`config.mk`:
```
export PLATFORM = sky130hd
export DESIGN_NAME = lts_line_trigger
export DESIGN_NICKNAME = d
export VERILOG_FILES = /design/src/hw/lts_sync_edge.v /design/src/hw/lts_line_trigger.v
export VERILOG_INCLUDE_DIRS = /design/src /design/src/hw
export SDC_FILE = /design/constraint.sdc
export NUM_CORES = 1
export LEC_CHECK = 0
export ABC_AREA = 1
export BUFFER_PORTS_ARGS = -buffer_cell sky130_fd_sc_hd__buf_2
export CELL_PAD_IN_SITES_DETAIL_PLACEMENT = 1
export CELL_PAD_IN_SITES_GLOBAL_PLACEMENT = 2
export CORE_UTILIZATION = 31
export CTS_BUF_LIST = sky130_fd_sc_hd__clkbuf_4 sky130_fd_sc_hd__clkbuf_8
export DETAILED_ROUTE_END_ITERATION = 10
export PLACE_DENSITY_LB_ADDON = 0.1
export RECOVER_POWER = 100
export SYNTH_ARGS = -nofsm -noshare
export SYNTH_HDL_FRONTEND = slang
export SYNTH_SLANG_ARGS = --single-unit
```
`constraint.sdc`:
```
create_clock -name SYS_CLK -period 3.5 [get_ports SYS_CLK]
set_clock_uncertainty 0.2 [all_clocks]
set_input_delay 0.175 -clock SYS_CLK [delete_from_list [all_inputs] [get_ports SYS_CLK]]
set_output_delay 0.175 -clock SYS_CLK [all_outputs]
set_load 0.1 [all_outputs]
```
`src/hw/lts_defines.vh`:
```
// Constants for the line trigger select block.
`ifndef LTS_DEFINES_VH
`define LTS_DEFINES_VH

// -----------------------------------------------------------------
// Origin, source and edge encodings
// -----------------------------------------------------------------
`define LTS_ORIGIN_INTERNAL 1'b0
`define LTS_ORIGIN_EXTERNAL 1'b1
`define LTS_SRC_LINK 2'h0
`define LTS_SRC_ENCODER 2'h1
`define LTS_SRC_GPIO1 2'h2
`define LTS_EDGE_POS 2'h0
`define LTS_EDGE_NEG 2'h1
`define LTS_EDGE_ANY 2'h2

// -----------------------------------------------------------------
// Field widths and reset values
// -----------------------------------------------------------------
`define LTS_PERIOD_W 24
`define LTS_DELAY_W 24
`define LTS_EXPO_W 24
`define LTS_PERIOD_RST 24'h0009c4
`define LTS_SYNC_STAGES 2

`endif

```
`src/hw/lts_sync_edge.v`:
```
// Two-stage synchroniser with transition detection for one input.
`timescale 1ns/100ps
`default_nettype none
`include "lts_defines.vh"

module lts_sync_edge
(
  // Clock and reset
  input wire clk,
  input wire arst_n,
  // Asynchronous level in
  input wire din,
  // Synchronised level and transitions
  output reg level,
  output wire rise,
  output wire fall
);

  reg meta_r;
  reg sync_r;

  // The first stage feeds only the second; edges are taken past that.
  always @(posedge clk or negedge arst_n)
  begin
    if (!arst_n)
    begin
      meta_r <= 1'b0;
      sync_r <= 1'b0;
      level <= 1'b0;
    end
    else
    begin
      meta_r <= din;
      sync_r <= meta_r;
      level <= sync_r;
    end
  end

  assign rise = sync_r & ~level;
  assign fall = ~sync_r & level;

endmodule // lts_sync_edge

`default_nettype wire

```
`src/hw/lts_line_trigger.v`:
```
// Line trigger selection, edge qualification, delay and exposure timing.
`timescale 1ns/100ps
`default_nettype none
`include "lts_defines.vh"

// Contract
// - Internal origin paces lines from the internal line-rate generator and ignores external sources.
// - External origin starts each line from the link trigger, the encoder phases or a general-purpose input.
// - The external selector picks one source and is used only while the origin is external.
// - Link selection takes triggers from frame grabber trigger messages.
// - Encoder selection derives triggers from the two shaft encoder phases.
// - Line one selection derives triggers from general-purpose line one.
// - Positive-transition mode accepts each low-to-high change after optional inversion.
// - For link and line one, negative-transition mode accepts only high-to-low changes.
// - Either-transition mode accepts every change.
// - Each accepted trigger raises a line-begin event unless a delay is running; the timed exposure starts at the sensor trigger.
// - The sensor trigger can be delayed by a programmable count after acceptance.
// - In motion mode every encoder increment in either direction yields a trigger.

module lts_line_trigger
#(
  parameter PERIOD_W = `LTS_PERIOD_W,
  parameter DELAY_W = `LTS_DELAY_W,
  parameter EXPO_W = `LTS_EXPO_W
)
(
  // Clock and reset
  input wire SYS_CLK,
  input wire ARST_N,
  // Configuration
  input wire TRIGGER_ORIGIN_SELECT,
  input wire [1:0] EXTERNAL_TRIGGER_SELECT,
  input wire [1:0] TRIGGER_EDGE_SELECT,
  input wire LINE_INVERT,
  input wire [PERIOD_W-1:0] INTERNAL_LINE_RATE,
  input wire [DELAY_W-1:0] SENSOR_TRIGGER_LAG,
  input wire [EXPO_W-1:0] EXPOSURE_LENGTH,
  // External trigger inputs
  input wire LINK_TRIGGER,
  input wire ENC_PHASE_A,
  input wire ENC_PHASE_B,
  input wire GPIO_LINE_ONE,
  // Outputs to the sensor timing
  output reg LINE_BEGIN_EVENT,
  output reg SENSOR_TRIGGER,
  output reg EXPOSURE_ACTIVE,
  output reg TRIGGER_MISSED
);

  // -----------------------------------------------------------------
  // Input synchronisers
  // -----------------------------------------------------------------
  wire [3:0] raw_in;
  wire [3:0] lvl;
  wire [3:0] rise;
  wire [3:0] fall;
  assign raw_in = {GPIO_LINE_ONE, ENC_PHASE_B, ENC_PHASE_A, LINK_TRIGGER};

  genvar gi;
  generate
    for (gi = 0; gi < 4; gi = gi + 1)
    begin : g_sync
      lts_sync_edge u_sync
      (
        .clk(SYS_CLK),
        .arst_n(ARST_N),
        .din(raw_in[gi]),
        .level(lvl[gi]),
        .rise(rise[gi]),
        .fall(fall[gi])
      );
    end
  endgenerate

  // -----------------------------------------------------------------
  // Encoder increment pulse
  // -----------------------------------------------------------------
  // Any phase change is one quadrature step; motion mode counts both ways.
  reg enc_pulse_r;
  wire enc_step;
  assign enc_step = rise[1] | fall[1] | rise[2] | fall[2];

  always @(posedge SYS_CLK or negedge ARST_N)
  begin
    if (!ARST_N)
      enc_pulse_r <= 1'b0;
    else if (enc_step)
      enc_pulse_r <= ~enc_pulse_r;
  end

  // -----------------------------------------------------------------
  // Source select, inversion and edge qualification
  // -----------------------------------------------------------------
  reg src_lvl;
  reg src_prev_r;
  reg src_valid_r;
  reg ext_accept;
  reg [1:0] sel_prev_r;
  reg inv_prev_r;
  wire src_inv;

  // The encoder toggle is a step per change, so any edge of it counts.
  always @*
  begin
    case (EXTERNAL_TRIGGER_SELECT)
      `LTS_SRC_LINK: src_lvl = lvl[0];
      `LTS_SRC_ENCODER: src_lvl = enc_pulse_r;
      `LTS_SRC_GPIO1: src_lvl = lvl[3];
      default: src_lvl = 1'b0;
    endcase
  end

  assign src_inv = src_lvl ^ LINE_INVERT;

  always @*
  begin
    ext_accept = 1'b0;
    // A selector or invert change is masked in the cycle it appears and in the next one.
    if (src_valid_r && sel_prev_r == EXTERNAL_TRIGGER_SELECT && inv_prev_r == LINE_INVERT)
    begin
      if (EXTERNAL_TRIGGER_SELECT == `LTS_SRC_ENCODER)
        ext_accept = src_inv ^ src_prev_r;
      else
      begin
        case (TRIGGER_EDGE_SELECT)
          `LTS_EDGE_POS: ext_accept = src_inv & ~src_prev_r;
          `LTS_EDGE_NEG: ext_accept = ~src_inv & src_prev_r;
          `LTS_EDGE_ANY: ext_accept = src_inv ^ src_prev_r;
          default: ext_accept = 1'b0;
        endcase
      end
    end
  end

  // A selector change reloads the history so it is not seen as an edge.
  always @(posedge SYS_CLK or negedge ARST_N)
  begin
    if (!ARST_N)
    begin
      src_prev_r <= 1'b0;
      src_valid_r <= 1'b0;
      sel_prev_r <= 2'h0;
      inv_prev_r <= 1'b0;
    end
    else
    begin
      src_prev_r <= src_inv;
      sel_prev_r <= EXTERNAL_TRIGGER_SELECT;
      inv_prev_r <= LINE_INVERT;
      src_valid_r <= (sel_prev_r == EXTERNAL_TRIGGER_SELECT) && (inv_prev_r == LINE_INVERT);
    end
  end

  // -----------------------------------------------------------------
  // Internal line-rate generator
  // -----------------------------------------------------------------
  localparam [PERIOD_W-1:0] period_one = {{(PERIOD_W-1){1'b0}}, 1'b1};
  reg [PERIOD_W-1:0] rate_cnt_r;
  reg int_tick_r;

  always @(posedge SYS_CLK or negedge ARST_N)
  begin
    if (!ARST_N)
    begin
      rate_cnt_r <= {PERIOD_W{1'b0}};
      int_tick_r <= 1'b0;
    end
    else if (TRIGGER_ORIGIN_SELECT != `LTS_ORIGIN_INTERNAL)
    begin
      rate_cnt_r <= {PERIOD_W{1'b0}};
      int_tick_r <= 1'b0;
    end
    else if (rate_cnt_r + period_one >= INTERNAL_LINE_RATE)
    begin
      rate_cnt_r <= {PERIOD_W{1'b0}};
      int_tick_r <= 1'b1;
    end
    else
    begin
      rate_cnt_r <= rate_cnt_r + period_one;
      int_tick_r <= 1'b0;
    end
  end

  wire accept;
  assign accept = (TRIGGER_ORIGIN_SELECT == `LTS_ORIGIN_INTERNAL) ? int_tick_r : ext_accept;

  // -----------------------------------------------------------------
  // Line-begin event, delay and exposure
  // -----------------------------------------------------------------
  // A trigger arriving while the delay still runs is dropped and flagged.
  reg delay_busy_r;
  reg [DELAY_W-1:0] delay_cnt_r;
  reg [EXPO_W-1:0] expo_cnt_r;
  localparam [DELAY_W-1:0] delay_one = {{(DELAY_W-1){1'b0}}, 1'b1};
  localparam [EXPO_W-1:0] expo_one = {{(EXPO_W-1){1'b0}}, 1'b1};
  wire fire;
  assign fire = delay_busy_r ? (delay_cnt_r == {DELAY_W{1'b0}}) :
                (accept && SENSOR_TRIGGER_LAG == {DELAY_W{1'b0}});

  always @(posedge SYS_CLK or negedge ARST_N)
  begin
    if (!ARST_N)
    begin
      LINE_BEGIN_EVENT <= 1'b0;
      SENSOR_TRIGGER <= 1'b0;
      EXPOSURE_ACTIVE <= 1'b0;
      TRIGGER_MISSED <= 1'b0;
      delay_busy_r <= 1'b0;
      delay_cnt_r <= {DELAY_W{1'b0}};
      expo_cnt_r <= {EXPO_W{1'b0}};
    end
    else
    begin
      LINE_BEGIN_EVENT <= accept && !delay_busy_r;
      TRIGGER_MISSED <= accept && delay_busy_r;
      SENSOR_TRIGGER <= fire;
      if (delay_busy_r)
      begin
        if (delay_cnt_r == {DELAY_W{1'b0}})
          delay_busy_r <= 1'b0;
        else
          delay_cnt_r <= delay_cnt_r - delay_one;
      end
      else if (accept && SENSOR_TRIGGER_LAG != {DELAY_W{1'b0}})
      begin
        delay_busy_r <= 1'b1;
        delay_cnt_r <= SENSOR_TRIGGER_LAG - delay_one;
      end
      if (fire && EXPOSURE_LENGTH != {EXPO_W{1'b0}})
      begin
        EXPOSURE_ACTIVE <= 1'b1;
        expo_cnt_r <= EXPOSURE_LENGTH - expo_one;
      end
      else if (expo_cnt_r != {EXPO_W{1'b0}})
        expo_cnt_r <= expo_cnt_r - expo_one;
      else
        EXPOSURE_ACTIVE <= 1'b0;
    end
  end

endmodule // lts_line_trigger

`default_nettype wire

```
== Word level (Yosys, flattened, before mapping) ==
Index checks and enable logic that the tools add are counted.
Storage, ports and cells
  memories kept: 0
  ROM bits: 0
  logic and storage cells: 97
  flip-flop bits (word level): 96
  output and inout port bits: 4
  memory bits (writable): 0
  latch bits: 0
  input port bits: 84
Cells by class
  equal/unequal tests: 8
  bitwise gates (word level): 18
  shift operators: 0
  reductions and logical operators: 19
  muxes and demuxes: 20
  multiply operators: 0
  magnitude comparators: 1
  $add $sub $neg: 5
  divide/modulo/power cells: 0
Operators with widths (count)
  2-to-1 mux 24 bit: 7
  subtractor 24 x 1 -> 24 bit (second input constant): 4
  nonzero test 24 bit: 3
  zero test 24 bit: 2
  adder 24 x 1 -> 24 bit (second input constant): 1
  >= comparator 24 bit: 1
  2-to-1 mux 1 bit: 11
  logical AND 1 bit: 8
  NOT 1 bit: 7
  AND 1 bit: 6
  case mux 1 bit (3 select lines): 2
  equality test 2 x 1 -> 1 bit (second input constant): 2
  equality test 2 bit (second input constant): 2
  zero test 2 bit: 2
  inequality test 2 bit (second input constant): 2
  nonzero test 2 bit: 2
  OR 1 bit: 3
  equality test 2 bit: 1
  AND reduction 2 bit: 1
  XOR 1 bit: 2
  equality test 1 bit: 1
  zero test 1 bit: 1

== Logic depth before layout (Yosys ltp) ==
Gate-level depths: netlist of run 1.
  depth after elaboration: 13
  depth in mapped cells: 26
  depth with buffers taken out: 26

== Cells and area by module ==
Synthesis of run 1 repeated with hierarchy kept, for this count alone.
Second synthesis, totals
  cell total of the unflattened synthesis: 960
  area, all modules: 6623.9 um2
Modules (own cells, without submodules)
  lts_line_trigger: sequential area each 2102.0 um2, cells an instance 932, times used 1, area each 6263.5 um2
  lts_sync_edge: sequential area each 75.1 um2, cells an instance 7, times used 4, area each 90.1 um2

== Worst setup path after synthesis of run 1 ==
OpenSTA, ideal clock, no wires.
  kind: reg2reg
  from: reg rate_cnt_r[0]
  to: reg rate_cnt_r[10]
  data required time: 3.169 ns
  path slack: 0.228 ns
  data arrival time: 2.942 ns
  cell stages (with the launch flop): 20
  period minus slack after synthesis: 3.272 ns
  path buffers: 1
  setup time: 0.131 ns
  cell sequence: dfrtp_1 -> ha_1 -> nand2_1 -> nor2_1 -> nand3_1 -> nand3b_1 -> nor2_1 -> inv_1 -> nor2_1 -> nand3_1 -> nor3_1 -> nand4_1 -> xor2_1 -> inv_1 -> ha_1 -> nand2_1 -> o21a_1 -> nand3_1 -> clkbuf_1 -> nor2_1
On the way
  cells in the longest elaborated chain, start to end: 4
RTL lines
  from (decl): line lts_line_trigger.v:158  | reg [PERIOD_W-1:0] rate_cnt_r;
  from (signal assigned): line lts_line_trigger.v:165  | rate_cnt_r <= {PERIOD_W{1'b0}};
  from (signal assigned): line lts_line_trigger.v:170  | rate_cnt_r <= {PERIOD_W{1'b0}};
  from (signal assigned): line lts_line_trigger.v:175  | rate_cnt_r <= {PERIOD_W{1'b0}};
  adder 24 x 1 -> 24 bit *: line lts_line_trigger.v:173, lts_line_trigger.v:180
  >= comparator 24 bit: line lts_line_trigger.v:173  | else if (rate_cnt_r + period_one >= INTERNAL_LINE_RATE)
  2-to-1 mux 24 bit *: line lts_line_trigger.v:173
  2-to-1 mux 24 bit *: line lts_line_trigger.v:168  | else if (TRIGGER_ORIGIN_SELECT != `LTS_ORIGIN_INTERNAL)
Every way passes the cells marked *; elsewhere a longest branch is shown, timed or not.
A chain may end at the register's enable or synchronous reset.

== Worst setup path in the final report of run 1 ==
  from: reg rate_cnt_r[2]
  to: reg rate_cnt_r[15]
Same word-level chain as after synthesis.

==> results of run 1 <==
## cells in the mapped netlist, drive strengths merged (4+ instances only)
library cell / n / area [um^2]
xor2: 25 / 219
xnor2: 8 / 70.1
clkbuf: 6 / 22.5
nand3: 53 / 285
nor2: 148 / 631
nand3b: 4 / 30.0
nand2: 213 / 852
o21ai: 59 / 329
nand4: 27 / 190
inv: 186 / 698
nor3: 15 / 80.1
buf: 12 / 106
a21oi: 27 / 139
nor4: 7 / 56.3
dfrtp: 96 / 2400
ha: 29 / 363
## sequential cells by signal (all words and copies together), names as in the netlist, 2 cells and up
register and cells:
g_sync.u_sync.meta_r 4, g_sync.u_sync.sync_r 4, rate_cnt_r 24, g_sync.u_sync.level 4, sel_prev_r 2, expo_cnt_r 24, delay_cnt_r 24
## kinds of logic (layout without fill, tap and decap cells)
kind of cell,after synthesis,count (layout),synth area share (%)
buf+inv,204,353,12.5
mux,1,1,0.151
simple gates,472,472,32.5
flops,96,96,36.2
xor+xnor,33,33,4.36
fa+ha+maj,29,29,5.47
compound gates,101,101,8.76
## cell type report
| type | count | area share [%] |
|---|---|---|
| multi-input combinational | 636 | 45.5 |
| sequential | 96 | 27.8 |
| timing repair buffer | 151 | 12.4 |
| inverter | 186 | 8.12 |
| tap | 275 | 3.99 |
| clock buffer | 9 | 1.44 |
| clock inverter | 7 | 0.798 |
## power by group through the flow
stage	sequential (uW)	combinational (uW)	clock, uW
5_1_grt	1450	1590	827
4_1_cts	1420	1220	797
6_report	1420	1390	766
3_5_place_dp	1450	1200	0
2_1_floorplan	1420	861	0
3_3_place_gp	1440	1190	0
## through the flow
stage / cells / area (um^2) / hold WS (ps)
2_1_floorplan: 936 / 6630 / -321
3_3_place_gp: 1302 / 7480 / 85.5
3_5_place_dp: 1302 / 7480 / 85.1
4_1_cts: 1334 / 7870 / 0.544
5_1_grt: 1360 / 8630 / 60.1
6_report: 1360 / 8630 / 23.1
## worst max-delay path: cells and delay by family, from the launching register on
family	cells	cell delay (ps)
flip-flops	1	390
buffers and inverters	2	280
adder cells (fa/ha/maj)	1	290
AO/OA/AOI/OAI	2	360
XOR/XNOR	1	200
AND/OR/NAND/NOR	12	1700
## metal layers
layer | vias up | global-route usage [%] | routed length, um
met4 | 0 | 4.95 | 253
met1 | 2904 | 24.3 | 9690
met5 | - | 0 | 0
met3 | 16 | 1.72 | 344
li1 | 3202 | - | -
met2 | 67 | 30.2 | 9320
## worst max-delay path by stage
stage                               start             end  slack (ps)  cells after the start
2_1_floorplan               rate_cnt_r[0]  rate_cnt_r[10]         230                     19
5_1_grt                     rate_cnt_r[1]  rate_cnt_r[15]        -340                     18
6_report                    rate_cnt_r[2]  rate_cnt_r[15]        -0.1                     18
4_1_cts        EXTERNAL_TRIGGER_SELECT[0]  expo_cnt_r[15]           2                     24
3_3_place_gp                rate_cnt_r[0]   rate_cnt_r[0]         -50                     21
3_5_place_dp                rate_cnt_r[0]  rate_cnt_r[14]        -130                     21
## timing repair
| action | CTS | global route |
|---|---|---|
| buffers inserted | 2 | 21 |
| hold endpoints to repair | 78 | 0 |
| pin swaps | 3 | 42 |
| endpoints found under the setup margin | 25 | 44 |
| resized for setup | 8 | 130 |
| cloned | 0 | 5 |
| hold buffers | 14 | 0 |
==> impl_metrics.py, run 1 <==
metrics = {
    "status": {
        "outcome": "finished with violations",
        "violations": "max-capacitance violations, max-slew violations, negative setup slack",
    },
    "floorplanning": {
        "die_x_um": 148,
        "die_y_um": 148,
        "fp.dieArea_um2": 22000,
        "start_util_pct": 31.5,
        "core_area_um2": 21000,
        "top_level_ports": 88,
        "row_count": 53,
    },
    "global_route": {
        "grt_max_degree": 68,
        "antenna_found_initial": 0,
        "grt_pass1_vias": 6259,
        "grt_usage_pct": 17.9,
        "overflow": 0,
        "grt_pass1_wl_mm": 31.2,
    },
    "clock_tree": {
        "cts_root_buf": "clkbuf_8",
        "cts_num_sinks": 96,
        "insertion_delay_ps": 400,
        "numCtsBuffers": 9,
        "clk_pin_slew_ps": 110,
        "htreeDepth": 3,
        "cts_buffer_depth": 2,
        "cts_tree": "built",
    },
    "logic_synthesis": {
        "synth_edf_count": 0,
        "synth_seq_cells": 96,
        "yosysWarnings": 0,
        "ys_seq_area_share_pct": 36.2,
        "synth_ff_type": "dfrtp_1",
        "syn_nets": 1049,
        "syn_inst": 936,
        "synth_area_per_cell_um2": 7.08,
        "yosysUniqueCellTypes": 46,
        "async_flop_share_pct": 100,
        "netlist_area_um2": 6630,
    },
    "setup_path": {
        "rr_startpoint": "rate_cnt_r[2]",
        "reg2regPathDepth": 18,
        "crit_path_max_incr_delay_ps": 390,
        "path_class": "flop to flop",
        "cp_max_fo": 6,
        "cpMaxStageDelayCell": "dfrtp_1",
        "timing.rr.end": "rate_cnt_r[15]",
        "worstPathRequired_ps": 3610,
        "regToRegSetupSlack_ps": -0.1,
        "cpMostUsedCell": "nor2_2",
        "worstSetupEndpointType": "flop",
        "crit_path_cell_trace": "nand4_1 -> nor2_2 -> and3_1 -> nand2_2 -> nor2_2 -> nand4_1 -> nor2_1 -> nand2_1 -> nor2_2 -> nand3_1 -> xor2_2 -> inv_1 -> ha_1 -> a21oi_1 -> o21a_1 -> nand3_4 -> clkbuf_16 -> nor2_1",
        "start_kind": "flop",
        "worst_ep_arrival_time_ps": 3610,
    },
    "pwr": {
        "pwr-share-comb_pct": 38.9,
        "cellPowerDensity_nw_per_um2": 415,
        "seqPwrFrac_pct": 39.8,
        "p_leak_uw": 0.00433,
        "p_int_uw": 2120,
        "finalPower_uw": 3580,
        "power.share.clock_pct": 21.4,
        "peakVddDrop_uv": 192,
        "power_switching_uw": 1460,
        "switching_share_pct": 40.9,
    },
    "run": {
        "cap_violations": 1,
    },
    "timing": {
        "clock.fmax_mhz": 286,
        "relSlewSlack_pct": -20.2,
        "setup_ws_ps": -0.0950,
        "fin_crit_sh_pct": 100,
        "grt_setup_unrepaired": "true",
        "worstMarginPinSlew_ps": 1800,
        "hold_viol_final": 0,
        "tns_ps": -0.0950,
        "slew_viol_final": 68,
        "fin_crit_ps": 3500,
        "setup_viol": 1,
    },
    "place": {
        "io_buffers": 87,
        "place_hpwl_mm": 14.6,
        "place_congestion": 0.753,
        "place_ws_ps": -129,
    },
    "detailed_routing": {
        "wl_mm": 19.6,
        "drt_iter0_markers": 155,
        "post_drt_wl_per_cell_um": 14.4,
        "route.detailed.drc": 0,
        "drt_first_pass_iters": 4,
        "ant_nets": 0,
        "routed_via_density": 4.55,
        "via_count": 6189,
    },
    "cells_and_area": {
        "num_antenna_cells": 0,
        "layout_commonest_cell": "nand2_1",
        "drive_gt1_share_pct": 28.3,
        "layout.nets": 1193,
        "final_util_pct": 41.0,
        "seq_area_um2": 2400,
        "fill_cells": 2623,
        "multi_input_area_um2": 3920,
        "syn_to_final_growth_pct": 30.2,
        "final_cell_mix": "nand2_1 (173), inv_1 (165), dfrtp_1 (96), nor2_1 (95), buf_2 (78)",
    },
    "worst_hold_path": {
        "hold_class": "input port to flop",
        "min_from": "SENSOR_TRIGGER_LAG[23]",
        "min_to": "delay_cnt_r[23]",
        "hold_depth": 4,
    },
}
Note: power is estimated with default switching activity, not from simulation.
==> run 2, diff against run 1 <==
--- a/config.mk
+++ b/config.mk
@@ -14,7 +14,6 @@
 export CTS_BUF_LIST = sky130_fd_sc_hd__clkbuf_4 sky130_fd_sc_hd__clkbuf_8
 export DETAILED_ROUTE_END_ITERATION = 10
 export PLACE_DENSITY_LB_ADDON = 0.1
-export RECOVER_POWER = 100
 export SYNTH_ARGS = -nofsm -noshare
 export SYNTH_HDL_FRONTEND = slang
 export SYNTH_SLANG_ARGS = --single-unit
==> constraint.sdc (replaced) <==
create_clock -name SYS_CLK -period 3.5 [get_ports SYS_CLK]
set_clock_uncertainty 0.2 [all_clocks]
set_input_delay 0.35 -clock SYS_CLK [delete_from_list [all_inputs] [get_ports SYS_CLK]]
set_output_delay 0.35 -clock SYS_CLK [all_outputs]
set_load 0.1 [all_outputs]
==> impl_metrics.py, run 2 (synthesized netlist as in run 1, its figures left out) <==
metrics = {
    "status": {
        "outcome": "finished clean",
    },
    "cells_and_area": {
        "final_util_pct": 39.5,
        "syn_to_final_growth_pct": 25.3,
        "layout_commonest_cell": "nand2_1",
        "drive_gt1_share_pct": 26.5,
        "final_cell_mix": "nand2_1 (190), inv_1 (166), nor2_1 (98), dfrtp_1 (96), buf_2 (86)",
        "reg_top3": "delay_cnt_r (24), expo_cnt_r (24), rate_cnt_r (24)",
        "layout.nets": 1189,
        "seq_area_um2": 2400,
        "num_antenna_cells": 0,
        "fill_cells": 2646,
        "fin_cells": 1356,
        "multi_input_area_um2": 3650,
    },
    "timing": {
        "worstMarginPinSlew_ps": 597,
        "clock.fmax_mhz": 287,
        "setup_viol": 0,
        "tns_ps": 0,
        "fin_hold_ws_ps": 46.2,
        "slew_viol_final": 0,
        "relSlewSlack_pct": 60.2,
        "grt_setup_unrepaired": "true",
        "fin_crit_ps": 3490,
        "hold_viol_final": 0,
        "fin_crit_sh_pct": 99.6,
    },
    "floorplanning": {
        "die_y_um": 148,
        "top_level_ports": 88,
        "die_x_um": 148,
        "fp.dieArea_um2": 22000,
        "row_count": 53,
        "start_util_pct": 31.5,
        "core_area_um2": 21000,
    },
    "clock_tree": {
        "cts_tree": "built",
        "cts_num_sinks": 96,
        "numCtsBuffers": 9,
        "clk_pin_slew_ps": 110,
        "cts_root_buf": "clkbuf_8",
        "cts_buffer_depth": 2,
        "htreeDepth": 3,
        "insertion_delay_ps": 390,
    },
    "place": {
        "place_hpwl_mm": 14.7,
        "place_inst": 1315,
        "place_congestion": 0.803,
        "io_buffers": 87,
    },
    "detailed_routing": {
        "drt_first_pass_iters": 4,
        "route.detailed.drc": 0,
        "routed_via_density": 4.53,
        "wl_mm": 19.1,
        "ant_nets": 0,
        "drt_iter0_markers": 163,
        "post_drt_wl_per_cell_um": 14.1,
        "via_count": 6139,
    },
    "setup_path": {
        "crit_path_cell_trace": "buf_4 -> nand4_1 -> nor2_2 -> and3_4 -> nand2_2 -> nor3_4 -> nand4_1 -> xnor2_1 -> ha_1 -> nand4_1 -> o221a_2 -> nand2_1 -> nand2_1 -> nand2_1 -> nand2_2 -> nand3_4 -> clkbuf_16 -> nor2_2",
        "regToRegSetupSlack_ps": 10,
        "cp_max_fo": 6,
        "start_kind": "flop",
        "crit_path_max_incr_delay_ps": 380,
        "cpMaxStageDelayCell": "dfrtp_1",
        "worstSetupEndpointType": "flop",
        "worstPathRequired_ps": 3620,
        "worst_ep_arrival_time_ps": 3610,
        "path_class": "flop to flop",
    },
    "global_route": {
        "grt_max_degree": 46,
        "overflow": 0,
        "grt_pass1_vias": 6232,
        "grt_pass1_wl_mm": 30.7,
        "grt_usage_pct": 17.8,
        "antenna_found_initial": 0,
    },
    "pwr": {
        "cellPowerDensity_nw_per_um2": 417,
        "peakVddDrop_uv": 189,
        "p_leak_uw": 0.00429,
        "finalPower_uw": 3460,
    },
    "worst_hold_path": {
        "hold_class": "input port to flop",
    },
    "run": {
        "cap_violations": 0,
    },
}
## run 2: cell count changes in the layout (fill, tap and decap cells not counted), sizes merged
cell         delta
buf            +18
dlygate4sd3     -7
bufinv          +1
clkinvlp        +1
clkinv          -1
clkbuf         -15
inv             -1
## run 2: critical path, delay by kind of cell (launching register included)
| kind | cells | cell delay, ps |
|---|---|---|
| AO/OA/AOI/OAI | 1 | 200 |
| buffers and inverters | 2 | 340 |
| flip-flops | 1 | 380 |
| adder cells (fa/ha/maj) | 1 | 320 |
| AND/OR/NAND/NOR | 13 | 1670 |
| XOR/XNOR | 1 | 310 |
## run 2: final timing paths
| kind | cells past startpoint | end | from |
|---|---|---|---|
| max | 18 | rate_cnt_r[21] | rate_cnt_r[0] |
| min | 2 | sel_prev_r[0] | EXTERNAL_TRIGGER_SELECT[0] |
| min reg2reg | 0 | g_sync[0].u_sync.sync_r | g_sync[0].u_sync.meta_r |
| min in group asynchronous | 2 | rate_cnt_r[18] | ARST_N |
| max in group asynchronous | 3 | expo_cnt_r[2] | ARST_N |
| max reg2reg | 18 | rate_cnt_r[21] | rate_cnt_r[0] |
## run 2: power breakdown
part           leakage, uW  internal [uW]  switching, uW
Combinational      0.00300            435            796
Clock             0.000104            347            465
Sequential         0.00119           1330           93.1
## run 2: final cells by class
class | instances | share of cell area (%)
clock buffer | 9 | 1.49
multi-input combinational | 636 | 44.0
clock inverter | 7 | 1.04
sequential | 96 | 28.9
tap | 275 | 4.14
timing repair buffer | 147 | 12.0
inverter | 186 | 8.41
## run 2: metrics by stage
step | cell area [um^2] | worst slack, ps
floorplan | 6630 | 228
global placement | 7590 | -225
detailed placement | 7590 | -252
CTS | 7930 | 3.05
global route | 8300 | -234
finish | 8300 | 13.7
## run 2: per-layer routing
layer | global-route usage [%] | wire length (um) | up-vias
met2 | 30.6 | 9350 | 88
met1 | 23.5 | 8980 | 2843
li1 | - | - | 3191
met4 | 4.54 | 229 | 0
met3 | 2.48 | 503 | 17
met5 | 0 | 0 | -
## run 2: timing repair
item	4_1_cts	5_1_grt
setup buffers	3	12
endpoints found under the hold margin	49	0
endpoints found under the setup margin	25	39
hold buffers	7	0
gates cloned	0	3
resized for setup	8	59
pin swaps	3	27
==> run 3, diff against run 2 <==
--- a/config.mk
+++ b/config.mk
@@ -8,12 +8,13 @@
 export LEC_CHECK = 0
 export ABC_AREA = 1
 export BUFFER_PORTS_ARGS = -buffer_cell sky130_fd_sc_hd__buf_2
+export CAP_MARGIN = 15
 export CELL_PAD_IN_SITES_DETAIL_PLACEMENT = 1
 export CELL_PAD_IN_SITES_GLOBAL_PLACEMENT = 2
 export CORE_UTILIZATION = 31
 export CTS_BUF_LIST = sky130_fd_sc_hd__clkbuf_4 sky130_fd_sc_hd__clkbuf_8
 export DETAILED_ROUTE_END_ITERATION = 10
-export PLACE_DENSITY_LB_ADDON = 0.1
+export PLACE_DENSITY_LB_ADDON = 0.2
 export SYNTH_ARGS = -nofsm -noshare
 export SYNTH_HDL_FRONTEND = slang
 export SYNTH_SLANG_ARGS = --single-unit
==> impl_metrics.py, run 3 (synthesized netlist as in run 1, its figures left out) <==
metrics = {
    "setup_path": {
        "worst_ep_arrival_time_ps": 3440,
        "start_kind": "flop",
        "path_delay_family": "simple AND/OR/NAND/NOR gates",
        "cp_max_fo": 10,
        "crit_path_cell_trace": "ha_2 -> nand2_1 -> nor2_2 -> nand3_1 -> nand3b_1 -> nor2_1 -> inv_1 -> nor2_2 -> nand3_2 -> nor3_2 -> inv_1 -> nor2_2 -> xor2_1 -> inv_1 -> ha_2 -> nand2_2 -> nor2_2 -> nand2_2 -> nand3_4 -> clkbuf_16 -> nor2_1",
        "cpMaxStageDelayCell": "dfrtp_1",
        "worstSetupEndpointType": "flop",
        "cpMostUsedCell": "nor2_2",
        "path_class": "flop to flop",
        "crit_buf_inv": 4,
        "crit_path_max_incr_delay_ps": 380,
        "worstPathRequired_ps": 3560,
    },
    "timing": {
        "fin_crit_ps": 3380,
        "setup_viol": 0,
        "grt_setup_unrepaired": "true",
        "fin_crit_sh_pct": 96.7,
        "hold_viol_final": 0,
        "worstMarginPinSlew_ps": 758,
        "slew_viol_final": 0,
        "clock.fmax_mhz": 295,
        "relSlewSlack_pct": 49.4,
    },
    "detailed_routing": {
        "post_drt_wl_per_cell_um": 14.0,
        "drt_iter0_markers": 159,
        "drt_first_pass_iters": 4,
        "ant_nets": 0,
        "wl_mm": 18.8,
        "via_count": 6189,
        "routed_via_density": 4.59,
        "route.detailed.drc": 0,
    },
    "global_route": {
        "antenna_found_initial": 0,
        "grt_max_degree": 55,
        "grt_usage_pct": 17.5,
        "overflow": 0,
        "grt_pass1_wl_mm": 30.4,
        "grt_pass1_vias": 6286,
    },
    "cells_and_area": {
        "final_util_pct": 39.6,
        "final_area_um2": 8330,
        "fill_cells": 2653,
        "layout.nets": 1181,
        "syn_to_final_growth_pct": 25.7,
        "final_cell_mix": "nand2_1 (178), inv_1 (166), nor2_1 (102), dfrtp_1 (96), buf_2 (86)",
        "num_antenna_cells": 0,
        "fin_cells": 1348,
        "drive_gt1_share_pct": 27.2,
        "layout_commonest_cell": "nand2_1",
        "reg_top3": "delay_cnt_r (24), expo_cnt_r (24), rate_cnt_r (24)",
    },
    "status": {
        "outcome": "finished clean",
    },
    "place": {
        "place_hpwl_mm": 14.6,
        "placed_area_um2": 7480,
        "place_inst": 1302,
        "place_congestion": 0.835,
        "io_buffers": 87,
    },
    "run": {
        "cap_violations": 0,
    },
    "worst_hold_path": {
        "hold_class": "input port to flop",
    },
    "floorplanning": {
        "top_level_ports": 88,
        "die_y_um": 148,
        "row_count": 53,
        "die_x_um": 148,
        "fp.dieArea_um2": 22000,
        "core_area_um2": 21000,
        "start_util_pct": 31.5,
    },
    "pwr": {
        "peakVddDrop_uv": 204,
        "p_leak_uw": 0.00428,
        "cellPowerDensity_nw_per_um2": 423,
    },
    "clock_tree": {
        "insertion_delay_ps": 370,
        "htreeDepth": 3,
        "numCtsBuffers": 9,
        "cts_num_sinks": 96,
        "clk_pin_slew_ps": 100,
        "cts_buffer_depth": 2,
        "cts_tree": "built",
        "cts_root_buf": "clkbuf_8",
    },
}
-- run 3: routing by layer --
layer  wire [um]  vias up  track usage [%]
li1            -     3180                -
met1        9530     2926             24.0
met2        8710       68             29.3
met3         385       15             1.75
met4         210        0             4.79
met5           0        -                0
-- run 3: path summary, 6_finish.rpt --
check / depth (start not counted) / end / slack, ps / from
worst min-delay path: 2 / sel_prev_r[0] / 90 / EXTERNAL_TRIGGER_SELECT[0]
worst max-delay path: 21 / rate_cnt_r[11] / 120 / rate_cnt_r[1]
worst max register to register: 21 / rate_cnt_r[11] / 120 / rate_cnt_r[1]
max in group asynchronous: 3 / src_prev_r / 2010 / ARST_N
min in group asynchronous: 2 / rate_cnt_r[17] / 390 / ARST_N
worst min register to register: 0 / g_sync[3].u_sync.level / 150 / g_sync[3].u_sync.sync_r
-- run 3: power breakdown --
| group | total (uW) | internal (uW) | switching (uW) | leakage, uW |
|---|---|---|---|---|
| Combinational | 1360 | 481 | 882 | 0.00300 |
| Clock | 742 | 328 | 414 | 0.0000957 |
| Sequential | 1420 | 1330 | 90.6 | 0.00119 |
-- run 3: layout make-up --
cell class,instances,area [um^2],area share (%)
multi-input cells,636,3710,44.5
flip-flops and latches,96,2400,28.8
repair buffers,139,985,11.8
inverters,186,698,8.38
well taps,275,344,4.13
clock buffers,13,173,2.07
clock inverters,3,23.8,0.285
-- run 3: through the flow --
stage | total power [uW] | TNS [ps] | setup slack, ps | hold WS (ps)
floorplan | 2280 | 0 | 228 | -146
global placement | 2610 | 0 | 11.1 | 133
detailed placement | 2630 | -1130 | -66.2 | 136
CTS | 3410 | 0 | 9.17 | 52.6
global route | 3790 | -3980 | -167 | 80.3
finish | 3520 | 0 | 116 | 91.0
-- run 3: timing repair --
item / in CTS / in global routing
buffers inserted: 1 / 18
hold buffers: 7 / 0
gates resized for setup: 1 / 90
setup endpoints to repair: 24 / 40
pin swaps: 1 / 40
hold endpoints to repair: 59 / 0
gates cloned: 0 / 4
